### src/hdl/tle_defs.svh
`ifndef TLE_DEFS_SVH
`define TLE_DEFS_SVH

// Datapath widths
`define TLE_ADDR_W 32
`define TLE_DATA_W 32
`define TLE_IMM_W 8
`define TLE_LINE_LSB 6
`define TLE_LINE_W 26

// Tracking capacity
`define TLE_SET_ENTRIES 8
`define TLE_SET_IDX_W 3
`define TLE_WB_DEPTH 8
`define TLE_WB_IDX_W 3

// Nesting
`define TLE_NEST_W 3
`define TLE_NEST_MAX 3'h7
`define TLE_NEST_ONE 3'h1

// Abort status word loaded into the accumulator register
`define TLE_ABT_EXPLICIT 0
`define TLE_ABT_CONFLICT 2
`define TLE_ABT_CAPACITY 3
`define TLE_ABT_NESTED 5
`define TLE_ABT_IMM_LSB 24
`define TLE_ABT_IMM_MSB 31

`endif

### src/hdl/tle_pkg.sv
package tle_pkg;

  typedef enum logic [3:0] {
    OP_NONE,
    OP_LOAD,
    OP_STORE,
    OP_LOCKED,
    OP_BEGIN,
    OP_END,
    OP_QUERY,
    OP_ABORT
  } tle_op_type;

  typedef enum logic [1:0] {
    ST_IDLE,
    ST_TXN,
    ST_DRAIN
  } tle_state_type;

endpackage : tle_pkg

### src/hdl/tle_core.sv
// Overview of operation
// - Commit exposes all region accesses at once
// - Region stores stay buffered until commit
// - Abort drops buffer, restores state, runs plainly
// - Track read and write sets per line
// - Remote read of write line conflicts; writes too
// - A data conflict aborts the region
// - Tracking capacity exhaustion aborts the region
// - System events inside a region abort it
// - Hinted acquire: no write, read-set, enter region
// - Elided lock keeps its external value
// - Own lock read returns the acquired value
// - Restoring hinted release: suppress write, no write-set
// - Elided release attempts the commit
// - Failed hinted region reruns with real lock
// - Without elision, hints are ignored repeat prefixes
// - Begin opens and end closes explicit regions
// - Query reports whether region is active
// - Abort instruction forces a region abort
// - Explicit abort restarts at fallback with status
// - In explicit regions, abort immediate lands in accumulator register
// - Hints count nesting; region starts leaving zero
`timescale 1ns/100ps
`default_nettype none
`include "tle_defs.svh"

module tle_core (
  // Clock, reset and enable
  input  wire logic                   sys_clk,
  input  wire logic                   nrst,
  input  wire logic                   ce,
  // Configuration
  input  wire logic                   legacy_hint_elision,
  // Operation from the pipeline
  input  wire logic                   op_valid,
  input  wire tle_pkg::tle_op_type    op_kind,
  input  wire logic                   elide_acquire_hint,
  input  wire logic                   elide_release_hint,
  input  wire logic [`TLE_ADDR_W-1:0] op_pc,
  input  wire logic [`TLE_ADDR_W-1:0] op_addr,
  input  wire logic [`TLE_DATA_W-1:0] op_data,
  input  wire logic [`TLE_DATA_W-1:0] op_old_data,
  input  wire logic [`TLE_IMM_W-1:0]  op_imm,
  input  wire logic [`TLE_ADDR_W-1:0] op_fallback,
  output logic                        op_ready_q,
  // Abort-causing system event
  input  wire logic                   sys_event,
  // Coherence requests from other processors
  input  wire logic                   snp_valid,
  input  wire logic                   snp_write,
  input  wire logic [`TLE_ADDR_W-1:0] snp_addr,
  output logic                        coh_hold_q,
  // Memory write port
  output logic                        mem_wr_valid_q,
  output logic [`TLE_ADDR_W-1:0]      mem_wr_addr_q,
  output logic [`TLE_DATA_W-1:0]      mem_wr_data_q,
  // Load forwarding
  output logic                        ld_fwd_valid_q,
  output logic [`TLE_DATA_W-1:0]      ld_fwd_data_q,
  // Query
  output logic                        query_valid_q,
  output logic                        query_txn_q,
  // Region status and recovery
  output logic                        txn_active_q,
  output logic                        explicit_transaction_mode_q,
  output logic                        commit_q,
  output logic                        abort_q,
  output logic                        rollback_q,
  output logic                        restart_valid_q,
  output logic [`TLE_ADDR_W-1:0]      restart_addr_q,
  output logic                        acc_wr_valid_q,
  output logic [`TLE_DATA_W-1:0]      accumulator_register_q,
  output logic                        no_elide_q
);

  tle_pkg::tle_state_type state_q;
  tle_pkg::tle_state_type state_d;

  logic [`TLE_NEST_W-1:0]   nest_q;
  logic                     lock_valid_q;
  logic [`TLE_ADDR_W-1:0]   lock_addr_q;
  logic [`TLE_DATA_W-1:0]   lock_old_q;
  logic [`TLE_DATA_W-1:0]   lock_new_q;
  logic [`TLE_ADDR_W-1:0]   fallback_q;
  logic [`TLE_ADDR_W-1:0]   entry_pc_q;
  logic [`TLE_ADDR_W-1:0]   wb_addr_q [`TLE_WB_DEPTH];
  logic [`TLE_DATA_W-1:0]   wb_data_q [`TLE_WB_DEPTH];
  logic [`TLE_WB_IDX_W:0]   wb_cnt_q;
  logic [`TLE_WB_IDX_W:0]   drain_q;

  logic                     in_txn;
  logic                     op_go;
  logic                     elide_on;
  logic                     acq_hint;
  logic                     rel_hint;
  logic                     lock_acq;
  logic                     rel_ok;
  logic                     rel_bad;
  logic                     begin_op;
  logic                     end_op;
  logic                     txn_abort_op;
  logic                     nest_up;
  logic                     nest_dn;
  logic                     nest_over;
  logic                     txn_store;
  logic                     plain_store;
  logic                     txn_load;
  logic                     wb_full;
  logic                     set_conflict;
  logic                     set_overflow;
  logic                     capacity;
  logic                     abort_now;
  logic                     commit_now;
  logic                     enter;
  logic                     drain_last;
  logic [`TLE_DATA_W-1:0]   abort_status;

  ////////////////////////////////////////////////////////////////////////////
  // Decode
  assign in_txn   = (state_q == tle_pkg::ST_TXN);
  assign op_go    = ce && op_valid && op_ready_q;
  // Hints only act when elision is on and not in a fallback rerun
  assign elide_on = legacy_hint_elision && !no_elide_q;
  assign acq_hint = op_go && op_kind == tle_pkg::OP_LOCKED && elide_acquire_hint && elide_on;
  assign rel_hint = op_go && op_kind == tle_pkg::OP_LOCKED && elide_release_hint && elide_on &&
                    in_txn;
  assign lock_acq = acq_hint && !lock_valid_q;
  assign rel_ok   = rel_hint && lock_valid_q && op_addr == lock_addr_q &&
                    op_data == lock_old_q;
  assign rel_bad  = rel_hint && lock_valid_q && op_addr == lock_addr_q && op_data != lock_old_q;
  assign begin_op = op_go && op_kind == tle_pkg::OP_BEGIN;
  assign end_op   = op_go && op_kind == tle_pkg::OP_END && in_txn;
  assign txn_abort_op   = op_go && op_kind == tle_pkg::OP_ABORT && in_txn;
  assign nest_up  = acq_hint || begin_op;
  assign nest_dn  = rel_hint || end_op;
  assign nest_over = in_txn && nest_up && nest_q == `TLE_NEST_MAX;
  assign txn_store = in_txn && op_go && (op_kind == tle_pkg::OP_STORE ||
                     (op_kind == tle_pkg::OP_LOCKED && !lock_acq && !rel_ok));
  assign plain_store = !in_txn && op_go && (op_kind == tle_pkg::OP_STORE ||
                       (op_kind == tle_pkg::OP_LOCKED && !lock_acq));
  assign txn_load  = in_txn && op_go && op_kind == tle_pkg::OP_LOAD;
  assign wb_full   = txn_store && wb_cnt_q == (`TLE_WB_IDX_W+1)'(`TLE_WB_DEPTH);
  assign capacity  = set_overflow || wb_full;
  assign abort_now = in_txn && (set_conflict || capacity || sys_event || txn_abort_op ||
                     nest_over || rel_bad);
  assign commit_now = in_txn && !abort_now && nest_dn && nest_q == `TLE_NEST_ONE;
  assign enter      = state_q == tle_pkg::ST_IDLE && (lock_acq || begin_op);
  assign drain_last = (drain_q + (`TLE_WB_IDX_W+1)'(1)) == wb_cnt_q;

  tle_line_sets u_sets (
    .sys_clk   (sys_clk),
    .nrst      (nrst),
    .ce        (ce),
    .clear     (abort_now || commit_now),
    .add_valid (txn_load || lock_acq || txn_store),
    .add_write (txn_store),
    .add_line  (op_addr[`TLE_ADDR_W-1:`TLE_LINE_LSB]),
    .snp_valid (snp_valid && in_txn),
    .snp_write (snp_write),
    .snp_line  (snp_addr[`TLE_ADDR_W-1:`TLE_LINE_LSB]),
    .conflict  (set_conflict),
    .overflow  (set_overflow)
  );

  always_comb begin
    abort_status = '0;
    abort_status[`TLE_ABT_EXPLICIT] = txn_abort_op;
    abort_status[`TLE_ABT_CONFLICT] = set_conflict;
    abort_status[`TLE_ABT_CAPACITY] = capacity;
    abort_status[`TLE_ABT_NESTED]   = nest_over;
    if (txn_abort_op) begin
      abort_status[`TLE_ABT_IMM_MSB:`TLE_ABT_IMM_LSB] = op_imm;
    end
  end

  always_comb begin
    state_d = state_q;
    case (state_q)
      tle_pkg::ST_IDLE: begin
        if (enter) begin
          state_d = tle_pkg::ST_TXN;
        end
      end
      tle_pkg::ST_TXN: begin
        if (abort_now) begin
          state_d = tle_pkg::ST_IDLE;
        end else if (commit_now) begin
          // A store taken in the commit cycle still has to drain
          state_d = (wb_cnt_q == '0 && !txn_store) ? tle_pkg::ST_IDLE : tle_pkg::ST_DRAIN;
        end
      end
      tle_pkg::ST_DRAIN: begin
        if (drain_last) begin
          state_d = tle_pkg::ST_IDLE;
        end
      end
      default: state_d = tle_pkg::ST_IDLE;
    endcase
  end

  ////////////////////////////////////////////////////////////////////////////
  // Region state and nesting
  always_ff @(posedge sys_clk or negedge nrst) begin
    if (!nrst) begin
      state_q      <= tle_pkg::ST_IDLE;
      op_ready_q   <= 1'h0;
      txn_active_q <= 1'h0;
    end else if (ce) begin
      state_q      <= state_d;
      op_ready_q   <= (state_d != tle_pkg::ST_DRAIN);
      txn_active_q <= (state_d == tle_pkg::ST_TXN);
    end
  end

  always_ff @(posedge sys_clk or negedge nrst) begin
    if (!nrst) begin
      nest_q <= '0;
    end else if (ce) begin
      if (abort_now || commit_now) begin
        nest_q <= '0;
      end else if (nest_up && (enter || in_txn)) begin
        nest_q <= nest_q + `TLE_NEST_ONE;
      end else if (nest_dn) begin
        nest_q <= nest_q - `TLE_NEST_ONE;
      end
    end
  end

  always_ff @(posedge sys_clk or negedge nrst) begin
    if (!nrst) begin
      explicit_transaction_mode_q <= 1'h0;
      fallback_q                  <= '0;
      entry_pc_q                  <= '0;
    end else if (ce && enter) begin
      explicit_transaction_mode_q <= begin_op;
      fallback_q                  <= op_fallback;
      entry_pc_q                  <= op_pc;
    end
  end

  ////////////////////////////////////////////////////////////////////////////
  // Elided lock tracking
  always_ff @(posedge sys_clk or negedge nrst) begin
    if (!nrst) begin
      lock_valid_q <= 1'h0;
      lock_addr_q  <= '0;
      lock_old_q   <= '0;
      lock_new_q   <= '0;
    end else if (ce) begin
      if (abort_now || commit_now || rel_ok) begin
        lock_valid_q <= 1'h0;
      end else if (lock_acq) begin
        lock_valid_q <= 1'h1;
        lock_addr_q  <= op_addr;
        lock_old_q   <= op_old_data;
        lock_new_q   <= op_data;
      end
    end
  end

  // A failed hinted region reruns with the lock really taken
  always_ff @(posedge sys_clk or negedge nrst) begin
    if (!nrst) begin
      no_elide_q <= 1'h0;
    end else if (ce) begin
      if (abort_now && !explicit_transaction_mode_q) begin
        no_elide_q <= 1'h1;
      end else if (op_go && !in_txn && op_kind == tle_pkg::OP_LOCKED && elide_release_hint) begin
        no_elide_q <= 1'h0;
      end
    end
  end

  ////////////////////////////////////////////////////////////////////////////
  // Store buffer
  always_ff @(posedge sys_clk) begin
    if (ce && txn_store && !wb_full) begin
      wb_addr_q[wb_cnt_q[`TLE_WB_IDX_W-1:0]] <= op_addr;
      wb_data_q[wb_cnt_q[`TLE_WB_IDX_W-1:0]] <= op_data;
    end
  end

  always_ff @(posedge sys_clk or negedge nrst) begin
    if (!nrst) begin
      wb_cnt_q <= '0;
      drain_q  <= '0;
    end else if (ce) begin
      if (abort_now || (state_q == tle_pkg::ST_DRAIN && drain_last)) begin
        wb_cnt_q <= '0;
        drain_q  <= '0;
      end else if (state_q == tle_pkg::ST_DRAIN) begin
        drain_q <= drain_q + (`TLE_WB_IDX_W+1)'(1);
      end else if (txn_store && !wb_full) begin
        wb_cnt_q <= wb_cnt_q + (`TLE_WB_IDX_W+1)'(1);
      end
    end
  end

  // Remote requests are held off while buffered stores drain
  always_ff @(posedge sys_clk or negedge nrst) begin
    if (!nrst) begin
      mem_wr_valid_q <= 1'h0;
      mem_wr_addr_q  <= '0;
      mem_wr_data_q  <= '0;
      coh_hold_q     <= 1'h0;
    end else if (ce) begin
      coh_hold_q     <= (state_q == tle_pkg::ST_DRAIN);
      mem_wr_valid_q <= plain_store || state_q == tle_pkg::ST_DRAIN;
      if (state_q == tle_pkg::ST_DRAIN) begin
        mem_wr_addr_q <= wb_addr_q[drain_q[`TLE_WB_IDX_W-1:0]];
        mem_wr_data_q <= wb_data_q[drain_q[`TLE_WB_IDX_W-1:0]];
      end else if (plain_store) begin
        mem_wr_addr_q <= op_addr;
        mem_wr_data_q <= op_data;
      end
    end
  end

  ////////////////////////////////////////////////////////////////////////////
  // Load forwarding and query
  always_ff @(posedge sys_clk or negedge nrst) begin
    if (!nrst) begin
      ld_fwd_valid_q <= 1'h0;
      ld_fwd_data_q  <= '0;
      query_valid_q  <= 1'h0;
      query_txn_q    <= 1'h0;
    end else if (ce) begin
      ld_fwd_valid_q <= txn_load && lock_valid_q && op_addr == lock_addr_q;
      ld_fwd_data_q  <= lock_new_q;
      query_valid_q  <= op_go && op_kind == tle_pkg::OP_QUERY;
      query_txn_q    <= in_txn;
    end
  end

  ////////////////////////////////////////////////////////////////////////////
  // Commit and abort reporting
  always_ff @(posedge sys_clk or negedge nrst) begin
    if (!nrst) begin
      commit_q               <= 1'h0;
      abort_q                <= 1'h0;
      rollback_q             <= 1'h0;
      restart_valid_q        <= 1'h0;
      restart_addr_q         <= '0;
      acc_wr_valid_q         <= 1'h0;
      accumulator_register_q <= '0;
    end else if (ce) begin
      commit_q        <= commit_now;
      abort_q         <= abort_now;
      rollback_q      <= abort_now;
      restart_valid_q <= abort_now;
      acc_wr_valid_q  <= abort_now && explicit_transaction_mode_q;
      if (abort_now) begin
        restart_addr_q <= explicit_transaction_mode_q ? fallback_q : entry_pc_q;
      end
      if (abort_now && explicit_transaction_mode_q) begin
        accumulator_register_q <= abort_status;
      end
    end
  end

  ////////////////////////////////////////////////////////////////////////////
  a_conflict_abort: assert property (@(posedge sys_clk) disable iff (!nrst)
    (ce && in_txn && set_conflict) |=> (abort_q && !txn_active_q))
    else $error("conflict did not abort the region");

  a_elided_acquire: assert property (@(posedge sys_clk) disable iff (!nrst)
    (ce && lock_acq && !abort_now) |=> (!mem_wr_valid_q && txn_active_q))
    else $error("elided acquire issued a write or stayed out of region");

  a_store_withheld: assert property (@(posedge sys_clk) disable iff (!nrst)
    (ce && in_txn) |=> !mem_wr_valid_q)
    else $error("store left the core during a region");

  a_drain_atomic: assert property (@(posedge sys_clk) disable iff (!nrst)
    (ce && state_q == tle_pkg::ST_DRAIN) |-> !op_ready_q ##1 (coh_hold_q && mem_wr_valid_q))
    else $error("commit drain not held atomic");

  a_abort_drops: assert property (@(posedge sys_clk) disable iff (!nrst)
    (ce && abort_now) |=> (wb_cnt_q == '0 && rollback_q && nest_q == '0))
    else $error("abort kept buffered state");

  a_lock_forward: assert property (@(posedge sys_clk) disable iff (!nrst)
    (txn_load && lock_valid_q && op_addr == lock_addr_q) |=>
      (ld_fwd_valid_q && ld_fwd_data_q == $past(lock_new_q)))
    else $error("own lock read did not return acquired value");

  a_release_commit: assert property (@(posedge sys_clk) disable iff (!nrst)
    (rel_ok && nest_q == `TLE_NEST_ONE && !abort_now) |=> (commit_q && !txn_active_q))
    else $error("elided release did not commit");

  a_query_state: assert property (@(posedge sys_clk) disable iff (!nrst)
    (op_go && op_kind == tle_pkg::OP_QUERY) |=> (query_valid_q && query_txn_q == $past(in_txn)))
    else $error("query returned wrong region state");

  a_abort_imm: assert property (@(posedge sys_clk) disable iff (!nrst)
    (txn_abort_op && explicit_transaction_mode_q) |=>
      (acc_wr_valid_q && accumulator_register_q[`TLE_ABT_IMM_MSB:`TLE_ABT_IMM_LSB] ==
       $past(op_imm)))
    else $error("abort immediate not loaded");

  a_fallback_restart: assert property (@(posedge sys_clk) disable iff (!nrst)
    (ce && abort_now && explicit_transaction_mode_q) |=>
      (restart_valid_q && restart_addr_q == $past(fallback_q)))
    else $error("explicit abort did not restart at fallback");

  a_legacy_hints: assert property (@(posedge sys_clk) disable iff (!nrst)
    (op_go && !legacy_hint_elision && state_q == tle_pkg::ST_IDLE &&
     op_kind == tle_pkg::OP_LOCKED) |=> (mem_wr_valid_q && !txn_active_q))
    else $error("hint acted with elision disabled");

endmodule : tle_core
`default_nettype wire

### src/hdl/tle_line_sets.sv
`timescale 1ns/100ps
`default_nettype none
`include "tle_defs.svh"

module tle_line_sets (
  // Clock and reset
  input  wire logic                   sys_clk,
  input  wire logic                   nrst,
  input  wire logic                   ce,
  // Region tracking
  input  wire logic                   clear,
  input  wire logic                   add_valid,
  input  wire logic                   add_write,
  input  wire logic [`TLE_LINE_W-1:0] add_line,
  // Coherence requests from other processors
  input  wire logic                   snp_valid,
  input  wire logic                   snp_write,
  input  wire logic [`TLE_LINE_W-1:0] snp_line,
  // Results
  output logic                        conflict,
  output logic                        overflow
);

  logic [`TLE_LINE_W-1:0]      tag_q   [`TLE_SET_ENTRIES];
  logic                        valid_q [`TLE_SET_ENTRIES];
  logic                        rd_q    [`TLE_SET_ENTRIES];
  logic                        wr_q    [`TLE_SET_ENTRIES];
  logic [`TLE_SET_ENTRIES-1:0] add_hit;
  logic [`TLE_SET_ENTRIES-1:0] snp_hit;
  logic [`TLE_SET_IDX_W:0]     cnt_q;
  logic                        alloc;

  assign alloc    = add_valid && !(|add_hit) && (cnt_q != (`TLE_SET_IDX_W+1)'(`TLE_SET_ENTRIES));
  assign overflow = add_valid && !(|add_hit) && (cnt_q == (`TLE_SET_IDX_W+1)'(`TLE_SET_ENTRIES));
  assign conflict = snp_valid && (|snp_hit);

  ////////////////////////////////////////////////////////////////////////////
  for (genvar i = 0; i < `TLE_SET_ENTRIES; i++) begin : g_entry
    assign add_hit[i] = valid_q[i] && (tag_q[i] == add_line);
    // Remote read hits write-set, remote write hits either set
    assign snp_hit[i] = valid_q[i] && (tag_q[i] == snp_line) &&
                        (wr_q[i] || (snp_write && rd_q[i]));

    always_ff @(posedge sys_clk or negedge nrst) begin
      if (!nrst) begin
        valid_q[i] <= 1'h0;
        rd_q[i]    <= 1'h0;
        wr_q[i]    <= 1'h0;
        tag_q[i]   <= '0;
      end else if (ce) begin
        if (clear) begin
          valid_q[i] <= 1'h0;
          rd_q[i]    <= 1'h0;
          wr_q[i]    <= 1'h0;
        end else if (add_valid && (add_hit[i] ||
                     (alloc && cnt_q == (`TLE_SET_IDX_W+1)'(i)))) begin
          valid_q[i] <= 1'h1;
          tag_q[i]   <= add_line;
          if (add_write) begin
            wr_q[i] <= 1'h1;
          end else begin
            rd_q[i] <= 1'h1;
          end
        end
      end
    end
  end

  ////////////////////////////////////////////////////////////////////////////
  always_ff @(posedge sys_clk or negedge nrst) begin
    if (!nrst) begin
      cnt_q <= '0;
    end else if (ce) begin
      if (clear) begin
        cnt_q <= '0;
      end else if (alloc) begin
        cnt_q <= cnt_q + (`TLE_SET_IDX_W+1)'(1);
      end
    end
  end

endmodule : tle_line_sets
`default_nettype wire

### config.mk
export PLATFORM = sky130hd
export DESIGN_NAME = tle_core
export DESIGN_NICKNAME = d
export VERILOG_FILES = /design/src/hdl/tle_pkg.sv /design/src/hdl/tle_core.sv /design/src/hdl/tle_line_sets.sv
export VERILOG_INCLUDE_DIRS = /design/src /design/src/hdl
export SDC_FILE = /design/constraint.sdc
export NUM_CORES = 2
export LEC_CHECK = 0
export BUFFER_PORTS_ARGS = -buffer_cell sky130_fd_sc_hd__buf_2
export CORE_MARGIN = 1
export CORE_UTILIZATION = 50
export CTS_CLUSTER_SIZE = 28
export DETAILED_ROUTE_END_ITERATION = 8
export PLACE_DENSITY = 0.73
export SYNTH_ARGS = -nofsm -noshare
export SYNTH_HDL_FRONTEND = slang
export SYNTH_SLANG_ARGS = --single-unit
export TNS_END_PERCENT = 10
### constraint.sdc
create_clock -name sys_clk -period 9.3 [get_ports sys_clk]
set_input_delay 0.465 -clock sys_clk [delete_from_list [all_inputs] [get_ports sys_clk]]
set_output_delay 0.465 -clock sys_clk [all_outputs]
set_load 0.005 [all_outputs]
== After elaboration in Yosys (flattened, before gate mapping) ==
Memory sizes are Yosys's and may differ from the RTL's.
Index checks and enable logic that the tools add are counted.

* Register bits after elaboration: 562
* Memory bits (writable): 512
* Input port bits: 214
* Output and inout bits: 174
* Word-level logic and storage cells: 400
* Memories kept: 2

{| class="wikitable"
|+ Memory list
! memory !! depth !! width !! rd ports !! clocked after memory_dff !! wr ports !! RTL line !! RTL
|-
| wb_addr_q || 8 || 32 || 1 || 0 || 1 || tle_core.sv:86 || <nowiki>logic [`TLE_ADDR_W-1:0] wb_addr_q [`TLE_WB_DEPTH];</nowiki>
|-
| wb_data_q || 8 || 32 || 1 || 0 || 1 || tle_core.sv:87 || <nowiki>logic [`TLE_DATA_W-1:0] wb_data_q [`TLE_WB_DEPTH];</nowiki>
|}

* Add/sub/neg operators: 5
* Equal/unequal tests: 45
* Mux-type cells: 78
* Bitwise logic cells: 2
* Reductions and logical operators: 208

{| class="wikitable"
|+ Operator list
! kind !! count
|-
| == test 26 bit || 16
|-
| two-way mux 32 bit || 5
|-
| logical AND 1 bit || 101
|-
| AND reduction 3 bit || 26
|-
| == test 32 bit || 2
|-
| two-way mux 1 bit || 56
|-
| logical OR 1 bit || 34
|-
| == test 4 x 3 -> 1 bit, second input constant || 8
|-
| inequality test 32 bit || 1
|-
| AND reduction 2 bit || 16
|-
| nonzero test 2 bit || 15
|-
| two-way mux 4 bit || 7
|-
| == test 4 x 2 -> 1 bit, second input constant || 4
|-
| OR reduction 8 bit || 2
|-
| adder 4 x 1 -> 4 bit, second input constant || 3
|-
| zero test 1 bit || 10
|-
| two-way mux 2 bit || 5
|-
| two-way mux 3 bit || 3
|-
| == test 4 x 1 -> 1 bit, second input constant || 2
|-
| == test 4 bit, second input constant || 2
|-
| zero test 4 bit || 2
|-
| two-way mux 8 bit || 1
|-
| one-hot mux 2 bit (3 select lines) || 1
|-
| == test 2 x 1 -> 1 bit, second input constant || 2
|-
| 12 further kinds || 14
|}

== Longest topological paths before layout ==
* Word-level depth: 31
* Depth in mapped cells: 14

== Hierarchy ==
A second synthesis with hierarchy kept.

* Cells, all modules: 3259
* Area total of the unflattened synthesis: 48293.8 µm²

{| class="wikitable"
|+ By module, submodules not included
! module !! instances !! cells each !! area each (µm²) !! seq. area each (µm²)
|-
| tle_core || 1 || 1968 || 33751.1 || 23532.6
|-
| tle_line_sets || 1 || 1291 || 14542.7 || 5905.7
|}

== Least setup slack after synthesis ==
Ideal clock, no wire load.

* Kind: in2reg
* From: in op_kind[3]
* To: mem wb_addr_q[0][0] in the netlist's numbering (enable)
* Library setup time: 645 ps
* Arrival: 8041 ps
* Setup slack: 614 ps
* Stages: 7
* Buffers on the path: 0
* Path through: nand4b_2 nor3b_4 nor2b_1 nand2_1 a21oi_1 nand2_1 nor4_1

* Word-level cells in the longest chain between the ends: 17
* Elaborated cells on any way between the ends: 24

{| class="wikitable"
|+ RTL lines
! item !! RTL line !! RTL
|-
| start, declared || tle_core.sv:36 || <nowiki>input wire tle_pkg::tle_op_type op_kind,</nowiki>
|-
| == test 4 x 2 -> 1 bit || tle_core.sv:124, tle_core.sv:125, tle_core.sv:138 ||
|-
| logical AND 1 bit || tle_core.sv:124, tle_core.sv:125 ||
|-
| logical AND 1 bit (3 in series) || tle_core.sv:125 || <nowiki>assign rel_hint = op_go && op_kind == tle_pkg::OP_LOCKED && elide_release_hint && elide_on &&</nowiki>
|-
| logical AND 1 bit (3 in series) || tle_core.sv:128 || <nowiki>assign rel_ok = rel_hint && lock_valid_q && op_addr == lock_addr_q &&</nowiki>
|-
| zero test 1 bit || tle_core.sv:138 || <nowiki>(op_kind == tle_pkg::OP_LOCKED && !lock_acq && !rel_ok));</nowiki>
|-
| logical AND 1 bit || tle_core.sv:138 ||
|-
| logical OR 1 bit (*) || tle_core.sv:137 || <nowiki>assign txn_store = in_txn && op_go && (op_kind == tle_pkg::OP_STORE ||</nowiki>
|-
| logical AND 1 bit (*) || tle_core.sv:137 ||
|-
| logical AND 1 bit || tle_core.sv:142 || <nowiki>assign wb_full = txn_store && wb_cnt_q == (`TLE_WB_IDX_W+1)'(`TLE_WB_DEPTH);</nowiki>
|-
| zero test 1 bit || tle_core.sv:277 || <nowiki>if (ce && txn_store && !wb_full) begin</nowiki>
|-
| logical AND 1 bit (*) || tle_core.sv:277 ||
|-
| two-way mux 1 bit (*) || tle_core.sv:277 ||
|-
| two-way mux 1 bit (*) || tle_core.sv:278 || <nowiki>wb_addr_q[wb_cnt_q[`TLE_WB_IDX_W-1:0]] <= op_addr;</nowiki>
|-
| end, declared || tle_core.sv:86 ||
|}

Mark *: on every way between the ends. The rest lies on a longest branch, timed or not.

== Final worst setup path ==
* From: reg u_sets.tag_q[79] in the netlist's numbering
* To: reg lock_old_q[12]

* Word-level cells in the longest chain between the ends: 21
* Elaborated cells on any way between the ends: 26

{| class="wikitable"
|+ RTL lines
! item !! RTL line !! RTL
|-
| start, declared || tle_line_sets.sv:24 || <nowiki>logic [`TLE_LINE_W-1:0] tag_q [`TLE_SET_ENTRIES];</nowiki>
|-
| start signal, assigned by index || tle_line_sets.sv:58 || <nowiki>tag_q[i] <= add_line;</nowiki>
|-
| == test 26 bit || tle_line_sets.sv:39 || <nowiki>assign add_hit[i] = valid_q[i] && (tag_q[i] == add_line);</nowiki>
|-
| logical AND 1 bit || tle_line_sets.sv:39 ||
|-
| OR reduction 8 bit || tle_line_sets.sv:34 || <nowiki>assign overflow = add_valid && !(|add_hit) && (cnt_q == (`TLE_SET_IDX_W+1)'(`TLE_SET_ENTRIES));</nowiki>
|-
| zero test 1 bit || tle_line_sets.sv:34 ||
|-
| logical AND 1 bit (2 in series) || tle_line_sets.sv:34 ||
|-
| logical OR 1 bit || tle_core.sv:143 || <nowiki>assign capacity = set_overflow || wb_full;</nowiki>
|-
| logical OR 1 bit (*) (4 in series) || tle_core.sv:144 || <nowiki>assign abort_now = in_txn && (set_conflict || capacity || sys_event || txn_abort_op ||</nowiki>
|-
| logical OR 1 bit (*) || tle_core.sv:145 || <nowiki>nest_over || rel_bad);</nowiki>
|-
| logical AND 1 bit (*) || tle_core.sv:144 ||
|-
| zero test 1 bit || tle_core.sv:146 || <nowiki>assign commit_now = in_txn && !abort_now && nest_dn && nest_q == `TLE_NEST_ONE;</nowiki>
|-
| logical AND 1 bit (2 in series) || tle_core.sv:146 ||
|-
| logical AND 1 bit (no line) || n/a ||
|-
| logical OR 1 bit (*) (2 in series) || tle_core.sv:250 || <nowiki>if (abort_now || commit_now || rel_ok) begin</nowiki>
|-
| NOT 1 bit (no line) (*) || n/a ||
|-
| AND reduction 3 bit (no line) (*) || n/a ||
|-
| end signal, assigned || tle_core.sv:255 || <nowiki>lock_old_q <= op_old_data;</nowiki>
|-
| end, declared || tle_core.sv:82 || <nowiki>logic [`TLE_DATA_W-1:0] lock_old_q;</nowiki>
|}

Marks and branches as above.
A chain may end at the register's enable or synchronous reset.

==> impl_table.tex <==
\begin{tabular}{lr}
\hline
Metric & Value \\
\hline
\multicolumn{2}{l}{\textbf{CTS}} \\
\quad TritonCTS clock tree & built \\
\quad Deepest clock path buffer count & 3 \\
\quad Number of buffers added by the clock tree synthesis step & around 110 \\
\quad Number of sinks on the clock net & 1,074 \\
\quad Post-CTS setup buffer count & 0 \\
\quad Clk\_lat worst skew & approximately 0.70 ns \\
\quad Cell at the root of the clock tree & sky130\_fd\_sc\_hd\_\_clkbuf\_16 \\
\quad Number of gates given a new drive strength after cts & 0 \\
\quad CTS clock-pin slew for the worst setup and hold paths & $\sim$0.060 ns \\
\quad CTS H-tree depth & 3 \\
\quad Hold-fix buffer count after cts & approximately 90 \\
\multicolumn{2}{l}{\textbf{Setup path}} \\
\quad Cell breakdown of the critical path & a22oi\_1 > o2111ai\_1 > or4\_1 > o41ai\_1 > o311a\_1 > o31ai\_4 > nand3\_4 > buf\_4 > mux2\_2 \\
\quad WP buf/inv & 1 \\
\quad Number of cells on the worst reg-to-reg path & 9 \\
\quad Worst flop-to-flop path startpoint & u\_sets.tag\_q[79] \\
\quad Cell family contributing the most delay on the critical path & compound AO/OA/AOI/OAI gates \\
\quad Crit-path slowest cell & sky130\_fd\_sc\_hd\_\_buf\_4 \\
\quad Worst Path Class, Setup & register to register \\
\quad Critical path peak fanout & between 60 and 70 \\
\quad Critical path startpoint category & register \\
\quad Register-to-register setup slack & approximately 4.5 ns \\
\quad Terminus of the critical flop-to-flop path & lock\_old\_q[12] \\
\quad Max incr delay on CP & $\sim$0.84 ns \\
\quad Arrival time of data at the critical path endpoint & $\sim$5.4 ns \\
\quad Required time of the critical path & roughly 9.9 ns \\
\quad Element type at the critical path end & register \\
\multicolumn{2}{l}{\textbf{Yosys}} \\
\quad Synth area leader & sky130\_fd\_sc\_hd\_\_edfxtp\_1 \\
\quad Proportion of netlist area held by the largest area contributor & 32.3\% \\
\quad Syn Inst Count & approximately 3,200 \\
\quad Synth warn & 0 \\
\quad Synthesized area per cell & about 15 µm² \\
\quad Commonest cells in the netlist & 562 x sky130\_fd\_sc\_hd\_\_dfrtp\_1, 512 x sky130\_fd\_sc\_hd\_\_edfxtp\_1, 375 x sky130\_fd\_sc\_hd\_\_mux2\_2, 265 x sky130\_fd\_sc\_hd\_\_xnor2\_1, 222 x sky130\_fd\_sc\_hd\_\_xor2\_1 \\
\quad Number of enable-type register cells in the synthesized netlist & roughly 500 \\
\quad Sequential share of the synthesized area & $\sim$62\% \\
\quad Top flip-flop cell by instance count after synthesis & sky130\_fd\_sc\_hd\_\_dfrtp\_1 \\
\quad Synthesized flop and latch total & 1,074 \\
\quad Distinct cell type count of the synthesized netlist & 65 \\
\quad Share of synthesized flip-flops with an asynchronous set or reset & 52.3\% \\
\quad Largest cells by area after synthesis & sky130\_fd\_sc\_hd\_\_edfxtp\_1 32\%, sky130\_fd\_sc\_hd\_\_dfrtp\_1 30\%, sky130\_fd\_sc\_hd\_\_mux2\_2 8.9\% \\
\quad Post-synthesis instance area & around 48,000 µm² \\
\quad Leading cell type by number of instances after synthesis & sky130\_fd\_sc\_hd\_\_dfrtp\_1 \\
\multicolumn{2}{l}{\textbf{Detailed routing}} \\
\quad Detailed-router iteration count before antenna repair & 5 \\
\quad Vias per Instance & $\sim$5.8 \\
\quad Final Routed Wirelength & around 120,000 µm \\
\quad DRC violation count after routing & 0 \\
\quad ANT nets after route & 0 \\
\quad Total vias in the final route & between 20,000 and 30,000 \\
\quad Iter 0 DRT Violations & 2,365 \\
\quad Wirelength per Cell & $\sim$25 µm \\
\multicolumn{2}{l}{\textbf{Floorplan}} \\
\quad Row count & about 110 \\
\quad DIE AREA & $\sim$97,000 µm² \\
\quad Ports & slightly below 400 \\
\quad Std-Cell Core Area & around 94,000 µm² \\
\quad Starting Density & between 50\% and 60\% \\
\quad DIE WIDTH & roughly 310 µm \\
\quad Die Y-Extent & around 310 µm \\
\multicolumn{2}{l}{\textbf{Power}} \\
\quad Peak ir drop on the vdd network & around 180 µV \\
\quad Leak pwr & 22.8 nW \\
\quad PwrDens & 229 nW/µm² \\
\multicolumn{2}{l}{\textbf{Min path}} \\
\quad Hold endpoint & fallback\_q[26] \\
\quad Hold path start & op\_fallback[26] \\
\quad Cell depth of the worst hold path & 2 \\
\quad Hold Crit Class & input port to register \\
\multicolumn{2}{l}{\textbf{GRT}} \\
\quad First-pass GRT wire length & around 190,000 µm \\
\quad Via count of the first global-routing pass & 29,761 \\
\quad Maximum number of pins on one net before global-route repair & 159 \\
\quad Total global-route track usage & about a quarter \\
\quad Residual overflow from global routing & 0 \\
\quad Number of antenna violations at the first check in global routing & 14 \\
\multicolumn{2}{l}{\textbf{Layout}} \\
\quad Filler Cells Inserted & roughly 7,200 \\
\quad Count of nets after finishing & slightly below 4,000 \\
\quad Share of final-layout standard cells stronger than drive strength 1 & 30.7\% \\
\quad Non-Filler Cell Area, Final & between 50,000 and 60,000 µm² \\
\quad Layout overhead on the synthesized area & 15.8\% \\
\multicolumn{2}{l}{\textbf{Timing}} \\
\quad Count of final setup violators & 0 \\
\quad Final worst path period share & 51.7\% \\
\quad Final worst clock skew & just under 0.04 ns \\
\quad RSZ-0062 raised after global routing & no \\
\quad Final sum of negative setup slack & 0 ns \\
\quad Highest achievable clock rate & 208 MHz \\
\quad Worst slew slack as a fraction of its limit & 21.3\% \\
\quad Max Slew Vio Count & 0 \\
\quad Slew at the pin closest to its max-slew limit & between 1 and 1.5 ns \\
\quad Shortest clock period the worst path allows after layout & 4.81 ns \\
\quad Final number of hold-violating endpoints & 0 \\
\multicolumn{2}{l}{\textbf{Place}} \\
\quad DP HPWL & between 70,000 and 80,000 µm \\
\quad PortBufs & between 300 and 400 \\
\quad Routability Congestion & roughly 0.86 \\
\quad Cell area after placement & a little over 50,000 µm² \\
\multicolumn{2}{l}{\textbf{Job}} \\
\quad Maxcap violations & 0 \\
\multicolumn{2}{l}{\textbf{Status}} \\
\quad Result of the run & finished clean \\
\hline
\end{tabular}
## cells by family after synthesis
family	count (synthesis)	synth area share, %
and+or+nand+nor	452	4.89
xor gates and xnor gates	487	8.95
buffers and inverters	267	2.56
muxes	630	17.9
adders and majority gates	11	0.289
DFF	1074	61.8
other	1	0.00787
AOI/OAI and AO/OA	307	3.67
## metrics by stage
| stage | std cells | hold slack, ns | power, mW | util (%) | setup WS (ns) |
|---|---|---|---|---|---|
| after global routing | 4992 | 0.00338 | 13.2 | 58.8 | 4.23 |
| after detailed placement | 4691 | 0.464 | 8.27 | 53.9 | 3.92 |
| after floorplan | 3248 | 0.169 | 7.39 | - | 0.614 |
| final | 4992 | 0.0372 | 12.7 | 58.8 | 4.49 |
| after global placement | 4691 | 0.458 | 8.22 | 53.9 | 3.91 |
| after CTS | 4990 | 0.000441 | 12.8 | 58.8 | 4.52 |
## how the worst max path moves through the flow
stage          depth (start not counted)              from               to  slack, ns
2_1_floorplan                          7        op_kind[3]  wb_addr_q[0][0]       0.61
3_3_place_gp                          11       op_addr[20]  lock_addr_q[11]       3.91
3_5_place_dp                          11       op_addr[20]  lock_addr_q[11]       3.92
4_1_cts                                9  u_sets.tag_q[79]    lock_old_q[1]       4.52
5_1_grt                               10        no_elide_q   lock_old_q[16]       4.23
6_report                               9  u_sets.tag_q[79]   lock_old_q[12]       4.49
## final cells by class
| type | instances | area [µm²] | area share, % |
|---|---|---|---|
| tap | 1254 | 1570 | 2.84 |
| antenna | 2 | 5.00 | 0.00907 |
| sequential | 1074 | 29500 | 53.4 |
| multi-input combinational | 1907 | 17200 | 31.1 |
| clock buffer | 150 | 2980 | 5.40 |
| inverter | 26 | 97.6 | 0.177 |
| timing repair buffer | 522 | 3280 | 5.94 |
| clock inverter | 57 | 658 | 1.19 |
## where the power goes
group	internal, mW	leakage [nW]	switching (mW)
clock network	2.57	1.78	1.89
logic	1.19	8.83	1.30
registers	5.36	12.2	0.362
## cells in the final DEF, fill, tap and decap left out, types with 8 or more instances in the layout
cell type	instances
sky130_fd_sc_hd__clkbuf_16	110
sky130_fd_sc_hd__dlygate4sd3_1	92
sky130_fd_sc_hd__clkbuf_8	8
sky130_fd_sc_hd__clkinv_2	19
sky130_fd_sc_hd__mux2_2	375
sky130_fd_sc_hd__mux4_2	128
sky130_fd_sc_hd__nor3_1	17
sky130_fd_sc_hd__clkbuf_1	32
sky130_fd_sc_hd__o2bb2ai_1	12
sky130_fd_sc_hd__nor4_1	66
sky130_fd_sc_hd__nor2_1	93
sky130_fd_sc_hd__bufinv_16	11
sky130_fd_sc_hd__buf_2	360
sky130_fd_sc_hd__o21ai_0	94
sky130_fd_sc_hd__conb_1	20
sky130_fd_sc_hd__xor2_1	222
sky130_fd_sc_hd__clkinv_1	18
sky130_fd_sc_hd__xnor2_1	265
sky130_fd_sc_hd__dfrtp_1	558
sky130_fd_sc_hd__mux2i_1	98
sky130_fd_sc_hd__buf_4	67
sky130_fd_sc_hd__o31ai_1	10
sky130_fd_sc_hd__ha_1	11
sky130_fd_sc_hd__nand2_1	112
sky130_fd_sc_hd__a21oi_1	151
sky130_fd_sc_hd__and2_1	9
sky130_fd_sc_hd__nand3_1	17
sky130_fd_sc_hd__edfxtp_1	512
sky130_fd_sc_hd__mux2_4	27
sky130_fd_sc_hd__nand4_1	88
sky130_fd_sc_hd__inv_1	24
## metal layers
layer | vias up | global-route usage, % | share of wire, % | wire, µm
li1 | 12620 | - | - | -
met1 | 14849 | 34.6 | 42 | 51700
met4 | 14 | 8.50 | 3.3 | 4040
met2 | 993 | 41.8 | 48 | 59700
met3 | 254 | 4.51 | 6.4 | 7870
met5 | - | 0 | 0.083 | 102
## registers in the layout (all words and copies together) (netlist names), 12 cells and up
name and flops:
wb_addr_q 256, wb_data_q 256, u_sets.tag_q 208, entry_pc_q 32
fallback_q 32, ld_fwd_data_q 32, lock_addr_q 32, lock_new_q 32
lock_old_q 32, mem_wr_addr_q 32, mem_wr_data_q 32, restart_addr_q 32
accumulator_register_q 12
Note: power is estimated with default switching activity, not from simulation.
